## src/pkg/lag_pkg.sv

```systemverilog
// constants and types of the logical address generation block
// How it works
// physical space is bytes, 36-bit address
// flat model spans 32-bit linear space
// logical address converted to linear automatically
// up to 16383 segments, 4 GB each
// paging off drives linear address untranslated
// paging on maps pages to physical frames
// real model: 64 KB segments, 1 MB
// real mode allows only real model
// protected mode allows any model per task
// management mode uses separate real-like space
// 32-bit size allows full 32-bit offsets
// 16-bit size limits offsets to 16 bits
// far pointer is selector plus sized offset
// prefixes override address and operand size
// protected defaults come from code descriptor
// real mode 16-bit default, 1 MB cap
// reset starts in real-address mode
// interrupt pin enters management mode, return restores
// linear is base plus offset, wrapped
package lag_pkg;
	localparam int PHYS_W = 36;
	localparam int LIN_W = 32;
	localparam int SEL_W = 16;
	localparam int SEL_IDX_LSB = 3;
	localparam int PAGE_LSB = 12;
	localparam int FRAME_W = PHYS_W - PAGE_LSB;
	localparam int VPN_W = LIN_W - PAGE_LSB;
	localparam int REAL_SHIFT = 4;
	localparam int NUM_SEG = 16383;
	localparam logic [LIN_W-1:0] MASK32 = 32'hffffffff;
	localparam logic [LIN_W-1:0] MASK16 = 32'h0000ffff;
	localparam logic [LIN_W-1:0] MASK20 = 32'h000fffff;
	localparam logic [LIN_W-1:0] SMM_BASE_RESET = 32'h00030000;
	typedef enum logic [1:0]
	{
		LAG_MODE_REAL = 2'b00,
		LAG_MODE_PROT = 2'b01,
		LAG_MODE_SMM = 2'b10
	} lag_mode_e;
	typedef enum logic [1:0]
	{
		LAG_MODEL_FLAT = 2'b00,
		LAG_MODEL_SEG = 2'b01,
		LAG_MODEL_REAL = 2'b10
	} lag_model_e;
endpackage

```

## src/design/lag_size_sel.sv

```systemverilog
// one size selector: default plus override prefix
`timescale 1ns/1ns
`default_nettype none
module lag_size_sel
(
	input wire logic defIs32,
	input wire logic overridePrefix,
	output logic is32
);
	// prefix flips the default for one instruction
	assign is32 = defIs32 ^ overridePrefix;
endmodule
`default_nettype wire

```

## src/design/lag_page_map.sv

```systemverilog
// page mapper: linear to physical, paging optional
`timescale 1ns/1ns
`default_nettype none
module lag_page_map
(
	input wire logic pagingOn,
	input wire logic [lag_pkg::LIN_W-1:0] linAddr,
	input wire logic [lag_pkg::FRAME_W-1:0] frameIn,
	output logic [lag_pkg::VPN_W-1:0] vpn,
	output logic [lag_pkg::PHYS_W-1:0] physAddr
);
	import lag_pkg::*;
	// page number goes out for lookup by the table walker
	assign vpn = linAddr[LIN_W-1:PAGE_LSB];
	// direct mapping zero-extends, paged mapping substitutes frame
	always_comb
	begin
		if (pagingOn)
			physAddr = {frameIn, linAddr[PAGE_LSB-1:0]};
		else
			physAddr = {{(PHYS_W-LIN_W){1'b0}}, linAddr};
	end
endmodule
`default_nettype wire

```

## src/design/lag_top.sv

```systemverilog
// logical address generation: mode, sizes, linear and physical address
`timescale 1ns/1ns
`default_nettype none
module lag_top
(
	input wire logic core_clk,
	input wire logic arst_n,
	input wire logic protEnable,
	input wire logic pagingEnable,
	input wire logic system_management_interrupt_pin,
	input wire logic local_interrupt_controller_smi,
	input wire logic smmReturn,
	input wire logic taskSwitch,
	input wire lag_pkg::lag_model_e taskModel,
	input wire logic codeDescIs32,
	input wire logic addrPrefix,
	input wire logic opPrefix,
	input wire logic reqValid,
	input wire logic [lag_pkg::SEL_W-1:0] segSelector,
	input wire logic [lag_pkg::LIN_W-1:0] segBase,
	input wire logic [lag_pkg::LIN_W-1:0] offset,
	input wire logic [lag_pkg::FRAME_W-1:0] pageFrame,
	output logic [1:0] mode,
	output logic [1:0] model,
	output logic addrIs32,
	output logic opIs32,
	output logic inSmm,
	output logic system_management_memory_sel,
	output logic addrValid,
	output logic segFault,
	output logic [lag_pkg::LIN_W-1:0] linAddr,
	output logic [lag_pkg::PHYS_W-1:0] physAddr,
	output logic [lag_pkg::VPN_W-1:0] pageNum
);
	import lag_pkg::*;

	lag_mode_e mode_ff, nxt_mode;
	lag_mode_e savedMode_ff, nxt_savedMode;
	lag_model_e model_ff, nxt_model;
	lag_model_e savedModel_ff, nxt_savedModel;
	logic smiPrev_ff, nxt_smiPrev;
	logic smiReq;
	logic smiEdge;
	logic defIs32;
	logic addr32;
	logic op32;
	logic [LIN_W-1:0] effOffset;
	logic [LIN_W-1:0] segOrigin;
	logic [LIN_W-1:0] rawLin;
	logic [LIN_W-1:0] linNext;
	logic [LIN_W-1:0] limMask;
	logic selNull;
	logic [VPN_W-1:0] vpnC;
	logic [PHYS_W-1:0] physC;
	logic [1:0] mode_o_ff, model_o_ff;
	logic addrIs32_ff, opIs32_ff, inSmm_ff, system_management_memory_ff, valid_ff, fault_ff;
	logic [LIN_W-1:0] lin_ff;
	logic [PHYS_W-1:0] phys_ff;
	logic [VPN_W-1:0] vpn_ff;
	logic [1:0] nxt_mode_o, nxt_model_o;
	logic nxt_addrIs32, nxt_opIs32, nxt_inSmm, nxt_system_management_memory, nxt_valid, nxt_fault;
	logic [LIN_W-1:0] nxt_lin;
	logic [PHYS_W-1:0] nxt_phys;
	logic [VPN_W-1:0] nxt_vpn;

	// either interrupt source requests management mode
	assign smiReq = system_management_interrupt_pin | local_interrupt_controller_smi;
	assign smiEdge = smiReq & ~smiPrev_ff;

	// operating mode sequencing with context save and restore
	always_comb
	begin
		nxt_mode = mode_ff;
		nxt_savedMode = savedMode_ff;
		nxt_model = model_ff;
		nxt_savedModel = savedModel_ff;
		nxt_smiPrev = smiReq;
		case (mode_ff)
			LAG_MODE_REAL:
			begin
				nxt_model = LAG_MODEL_REAL;
				if (smiEdge)
				begin
					nxt_savedMode = mode_ff;
					nxt_savedModel = model_ff;
					nxt_mode = LAG_MODE_SMM;
				end
				else if (protEnable)
				begin
					nxt_mode = LAG_MODE_PROT;
					nxt_model = LAG_MODEL_FLAT;
				end
			end
			LAG_MODE_PROT:
			begin
				if (smiEdge)
				begin
					nxt_savedMode = mode_ff;
					nxt_savedModel = model_ff;
					nxt_mode = LAG_MODE_SMM;
				end
				else if (!protEnable)
				begin
					nxt_mode = LAG_MODE_REAL;
					nxt_model = LAG_MODEL_REAL;
				end
				else if (taskSwitch)
					nxt_model = taskModel;
			end
			LAG_MODE_SMM:
			begin
				nxt_model = LAG_MODEL_REAL;
				if (smmReturn)
				begin
					nxt_mode = savedMode_ff;
					nxt_model = savedModel_ff;
				end
			end
			default:
			begin
				nxt_mode = LAG_MODE_REAL;
				nxt_model = LAG_MODEL_REAL;
			end
		endcase
	end

	// mode registers, reset lands in real-address mode
	always_ff @(posedge core_clk or negedge arst_n)
	begin
		if (!arst_n)
		begin
			mode_ff <= LAG_MODE_REAL;
			model_ff <= LAG_MODEL_REAL;
			savedMode_ff <= LAG_MODE_REAL;
			savedModel_ff <= LAG_MODEL_REAL;
			smiPrev_ff <= 1'b0;
		end
		else
		begin
			mode_ff <= nxt_mode;
			model_ff <= nxt_model;
			savedMode_ff <= nxt_savedMode;
			savedModel_ff <= nxt_savedModel;
			smiPrev_ff <= nxt_smiPrev;
		end
	end

	// default size: descriptor in protected mode, 16 bits otherwise
	assign defIs32 = (mode_ff == LAG_MODE_PROT) ? codeDescIs32 : 1'b0;

	lag_size_sel u_addr_size
	(
		.defIs32(defIs32),
		.overridePrefix(addrPrefix),
		.is32(addr32)
	);

	lag_size_sel u_op_size
	(
		.defIs32(defIs32),
		.overridePrefix(opPrefix),
		.is32(op32)
	);

	// selector index 0 is null; 8191 usable segment indices
	assign selNull = (segSelector[SEL_W-1:SEL_IDX_LSB] == '0) && (mode_ff == LAG_MODE_PROT)
		&& (model_ff == LAG_MODEL_SEG);

	// offset truncated to active address width
	assign effOffset = addr32 ? (offset & MASK32) : (offset & MASK16);

	// segment origin per model
	always_comb
	begin
		case (model_ff)
			LAG_MODEL_FLAT: segOrigin = '0;
			LAG_MODEL_SEG: segOrigin = segBase;
			LAG_MODEL_REAL: segOrigin = {{(LIN_W-SEL_W-REAL_SHIFT){1'b0}}, segSelector, {REAL_SHIFT{1'b0}}};
			default: segOrigin = '0;
		endcase
	end

	// base plus offset, wrapped at 1 MB in real model, else in active width
	assign rawLin = segOrigin + effOffset;
	always_comb
	begin
		if (model_ff == LAG_MODEL_REAL)
			limMask = MASK20;
		else if (addr32)
			limMask = MASK32;
		else
			limMask = MASK16;
	end
	assign linNext = rawLin & limMask;

	// paging only in protected mode, never in management space
	lag_page_map u_page
	(
		.pagingOn(pagingEnable && (mode_ff == LAG_MODE_PROT)),
		.linAddr(linNext),
		.frameIn(pageFrame),
		.vpn(vpnC),
		.physAddr(physC)
	);

	// next output values; addresses hold until the next request
	always_comb
	begin
		nxt_mode_o = mode_ff;
		nxt_model_o = model_ff;
		nxt_addrIs32 = addr32;
		nxt_opIs32 = op32;
		nxt_inSmm = (mode_ff == LAG_MODE_SMM);
		nxt_valid = reqValid && !selNull;
		nxt_fault = reqValid && selNull;
		nxt_system_management_memory = system_management_memory_ff;
		nxt_lin = lin_ff;
		nxt_phys = phys_ff;
		nxt_vpn = vpn_ff;
		if (reqValid)
		begin
			nxt_system_management_memory = (mode_ff == LAG_MODE_SMM);
			nxt_lin = linNext;
			nxt_phys = physC;
			nxt_vpn = vpnC;
		end
	end

	// registered outputs
	always_ff @(posedge core_clk or negedge arst_n)
	begin
		if (!arst_n)
		begin
			mode_o_ff <= LAG_MODE_REAL;
			model_o_ff <= LAG_MODEL_REAL;
			addrIs32_ff <= 1'b0;
			opIs32_ff <= 1'b0;
			inSmm_ff <= 1'b0;
			system_management_memory_ff <= 1'b0;
			valid_ff <= 1'b0;
			fault_ff <= 1'b0;
			lin_ff <= '0;
			phys_ff <= '0;
			vpn_ff <= '0;
		end
		else
		begin
			mode_o_ff <= nxt_mode_o;
			model_o_ff <= nxt_model_o;
			addrIs32_ff <= nxt_addrIs32;
			opIs32_ff <= nxt_opIs32;
			inSmm_ff <= nxt_inSmm;
			valid_ff <= nxt_valid;
			fault_ff <= nxt_fault;
			system_management_memory_ff <= nxt_system_management_memory;
			lin_ff <= nxt_lin;
			phys_ff <= nxt_phys;
			vpn_ff <= nxt_vpn;
		end
	end

	assign mode = mode_o_ff;
	assign model = model_o_ff;
	assign addrIs32 = addrIs32_ff;
	assign opIs32 = opIs32_ff;
	assign inSmm = inSmm_ff;
	assign system_management_memory_sel = system_management_memory_ff;
	assign addrValid = valid_ff;
	assign segFault = fault_ff;
	assign linAddr = lin_ff;
	assign physAddr = phys_ff;
	assign pageNum = vpn_ff;
endmodule
`default_nettype wire

```

## config.mk

```make
export PLATFORM = sky130hd
export DESIGN_NAME = lag_top
export DESIGN_NICKNAME = d
export VERILOG_FILES = /design/src/pkg/lag_pkg.sv /design/src/design/lag_size_sel.sv /design/src/design/lag_page_map.sv /design/src/design/lag_top.sv
export SDC_FILE = /design/constraint.sdc
export NUM_CORES = 1
export LEC_CHECK = 0
export CAP_MARGIN = 20
export CELL_PAD_IN_SITES_DETAIL_PLACEMENT = 0
export CELL_PAD_IN_SITES_GLOBAL_PLACEMENT = 2
export CORE_MARGIN = 2
export CORE_UTILIZATION = 25
export CTS_CLUSTER_DIAMETER = 50
export DETAILED_ROUTE_END_ITERATION = 16
export DONT_BUFFER_PORTS = 1
export PLACE_DENSITY = 0.73
export SYNTH_ARGS = -nofsm -noshare
export SYNTH_HDL_FRONTEND = slang
export SYNTH_SLANG_ARGS = --single-unit
```

## constraint.sdc

```tcl
create_clock -name core_clk -period 4.09 [get_ports core_clk]
set_input_delay 0.409 -clock core_clk [delete_from_list [all_inputs] [get_ports core_clk]]
set_output_delay 0.409 -clock core_clk [all_outputs]
set_load 0.1 [all_outputs]
```

==> out/qor.yml <==
path_class: "flip-flop to flip-flop"
yosysTopAreaCellShare_pct: 33.5
cts_max_level: 3
hold_violations: 0
grt-ovfl-total: 0
ios: 216
numCtsBuffers: 9
worst_pin_slew_ns: 0.995
final_cell_count_no_fill: 885
cp.buffers_inverters: 5
die_x_um: 151
rr_endpoint: "physAddr[26]"
io_buffers: 0
drive_gt1_share_pct: 23.8
total_power_w: 0.00431
whs_path_depth: 1
power.density_nw_per_um2: 687
nets: 751
synthCells: 603
worst-endpoint-required_ns: 4.37
dieArea_um2: 22700
drt_iter0_drc: 186
dp.final_hpwl_um: 14200
reg2regPathDepth: 17
antenna_found_initial: 8
synthArstFlopShare_pct: 100
multiInputGateArea_um2: 3240
fp-row-count: 53
slew_violations: 0
synth_top_cells_by_count: "dfrtp_1 (72), nand2_1 (53), a21oi_1 (46)"
crit_family: "simple AND/OR/NAND/NOR gates"
ant_nets: 0
placed_cell_area_um2: 5710
synth_edf_count: 0
grt_max_degree: 76
ys_seq_elements: 75
drcViolationCount: 0
yosys-top-cells-area: "dfrtp_1 (33%), ha_1 (7.7%), buf_4 (4.6%), a21oi_1 (4.3%), mux2_2 (3.8%)"
cp_slowest_cell: "or4_1"
crit_arrival_ns: 4.25
critPathCaptureType: "flip-flop"
ys.warnings.count: 0
synthFlopType: "dfrtp_1"
syn_avg_cell_area_um2: 8.92
coreArea_um2: 21100
outcome: "complete, no violations"
clk_pin_slew_ns: 0.07
fp.dieH_um: 151
via_count: 4557
syn_to_final_growth_pct: 16.7
hold_end: "opIs32"
clockBufferDepth: 2
vias_per_cell: 5.15
crit_top_cell: "buf_4"
cp_cell_sequence: "buf_4, inv_1, ha_4, nor2b_4, buf_4, a22o_4, ha_4, nand4_1, or4_1, or3_4, a41oi_4, buf_4, o31ai_1, xor2_1, buf_4, o211ai_1, o21a_1"
cts_tree: "built"
final_area_um2: 6280
hold_start: "opPrefix"
grt_pass1_vias: 4572
syn_area_um2: 5380
period_minus_slack_ns: 3.97
clock_skew_ns: 0.0107
leakagePower_nw: 2.61
cap_violations: 0
slew_headroom_pct: 33.6
start_kind: "flip-flop"
cts.sinks: 75
grt_first_pass_wirelength_um: 26600
r2r_start: "model_ff[1]"
first_pass_iters: 5
ys_types: 62
initial_core_util_pct: 25.5
min_path_type: "primary input to flip-flop"
routed_wl_um: 18200
fillCellCount: 2231
place_congestion: 0.839
clkLatencyLatePin_ns: 0.35
cp_slowest_stage_delay_ns: 0.54
max_freq_mhz: 252
root_buffer: "clkbuf_16"
yosysSeqAreaShare_pct: 34.9
reg2reg_slack_ns: 0.12
setup_viol: 0
ff_latch_area_um2: 1920
wl_per_cell_um: 20.6
crit_fanout: 7
synth_area_leader_cell: "dfrtp_1"
dp_cells: 855
synth.most_common_cell: "dfrtp_1"
syn_nets: 755
fin_crit_sh_pct: 97.0
vdd_drop_max_uv: 260
gr-usage-all-layers_pct: 15.6
==> stage by stage <==
| stage | utilization, % | setup TNS (ns) | hold slack, ns | worst slack, ns |
|---|---|---|---|---|
| floorplan | - | 0 | 0.113 | 0.301 |
| global placement | 27.1 | -0.265 | 0.117 | -0.0916 |
| detailed placement | 27.1 | -0.970 | 0.117 | -0.219 |
| CTS | 28.8 | 0 | 0.126 | 0.000373 |
| global route | 29.8 | -0.0768 | 0.142 | -0.0286 |
| finish | 29.8 | 0 | 0.144 | 0.122 |
==> metal layers <==
metal	track usage, %	part of all wire (%)	vias to the layer above	wire [um]
met4	4.58	1.6	4	289
met2	23.3	43	182	7820
met1	21.3	46	2192	8380
met5	0	0.18	-	33
met3	5.42	9.2	25	1670
li1	-	-	2154	-
==> final cells by class <==
type                            instances  area share, %
Timing Repair Buffer                   46           5.92
Clock buffer                           12           4.24
Sequential cell                        75           30.6
Antenna cell                            6          0.239
Tap cell                              275           5.48
Multi-Input combinational cell        447           51.6
Inverter                               20           1.20
Clock inverter                          4          0.757
==> cell families (layout without fill, tap and decap cells) <==
| kind of cell | after synthesis | count (layout) | synth area share, % |
|---|---|---|---|
| fa+ha+maj | 34 | 34 | 8.04 |
| mux | 21 | 21 | 4.32 |
| other cells | 0 | 6 | 0 |
| compound gates | 172 | 172 | 22.1 |
| flops | 75 | 75 | 34.9 |
| simple gates | 190 | 191 | 17.7 |
| buf+inv | 82 | 82 | 8.11 |
| xor+xnor | 29 | 29 | 4.72 |
==> timing repair <==
action / CTS / global route
endpoints found under the setup margin: 13 / 8
pin swaps: 0 / 8
cloned: 0 / 1
hold buffers: 2 / 0
setup buffers: 0 / 5
hold endpoints to repair: 75 / 0
resized for setup: 2 / 22
==> power by group <==
group	internal [W]	total (W)	switching, W	leakage, nW
Combinational	0.000397	0.000880	0.000483	1.57
Sequential	0.000870	0.00259	0.00171	0.894
Clock	0.000521	0.000849	0.000328	0.155
Total	0.00179	0.00431	0.00253	2.61
==> flip-flops by register name, indices dropped and copies added, names as in the netlist, 2 cells and up <==
| name | flops |
|---|---|
| physAddr | 24 |
| linAddr | 32 |
| mode | 2 |
| savedMode_ff | 2 |
| savedModel_ff | 2 |
| model | 2 |
| mode_ff | 2 |
| model_ff | 2 |
==> worst max-delay path by stage <==
stage / start / end / slack, ns / cells after the start
after floorplan: mode_ff[1] / physAddr[30] / 0.30 / 13
after detailed placement: model_ff[1] / physAddr[28] / -0.22 / 15
after global routing: model_ff[1] / physAddr[30] / -0.03 / 15
after CTS: model_ff[1] / linAddr[28] / 0.0004 / 15
final: model_ff[1] / physAddr[26] / 0.12 / 17
after global placement: model_ff[1] / physAddr[28] / -0.09 / 15
==> cells in the final DEF (no fill, tap or decap), drive strengths merged, types with 9 or more instances in the layout <==
cell type,n
mux2,18
o2bb2ai,10
a31oi,13
nand3,17
inv,20
nor2b,21
buf,45
nor3,9
a21o,14
clkbuf,12
ha,33
and2,17
xnor2,23
nand4,12
o21ai,25
a22o,21
a21oi,46
nand2,53
nor2,37
dfrtp,72
Note: power is estimated with default switching activity, not from simulation.
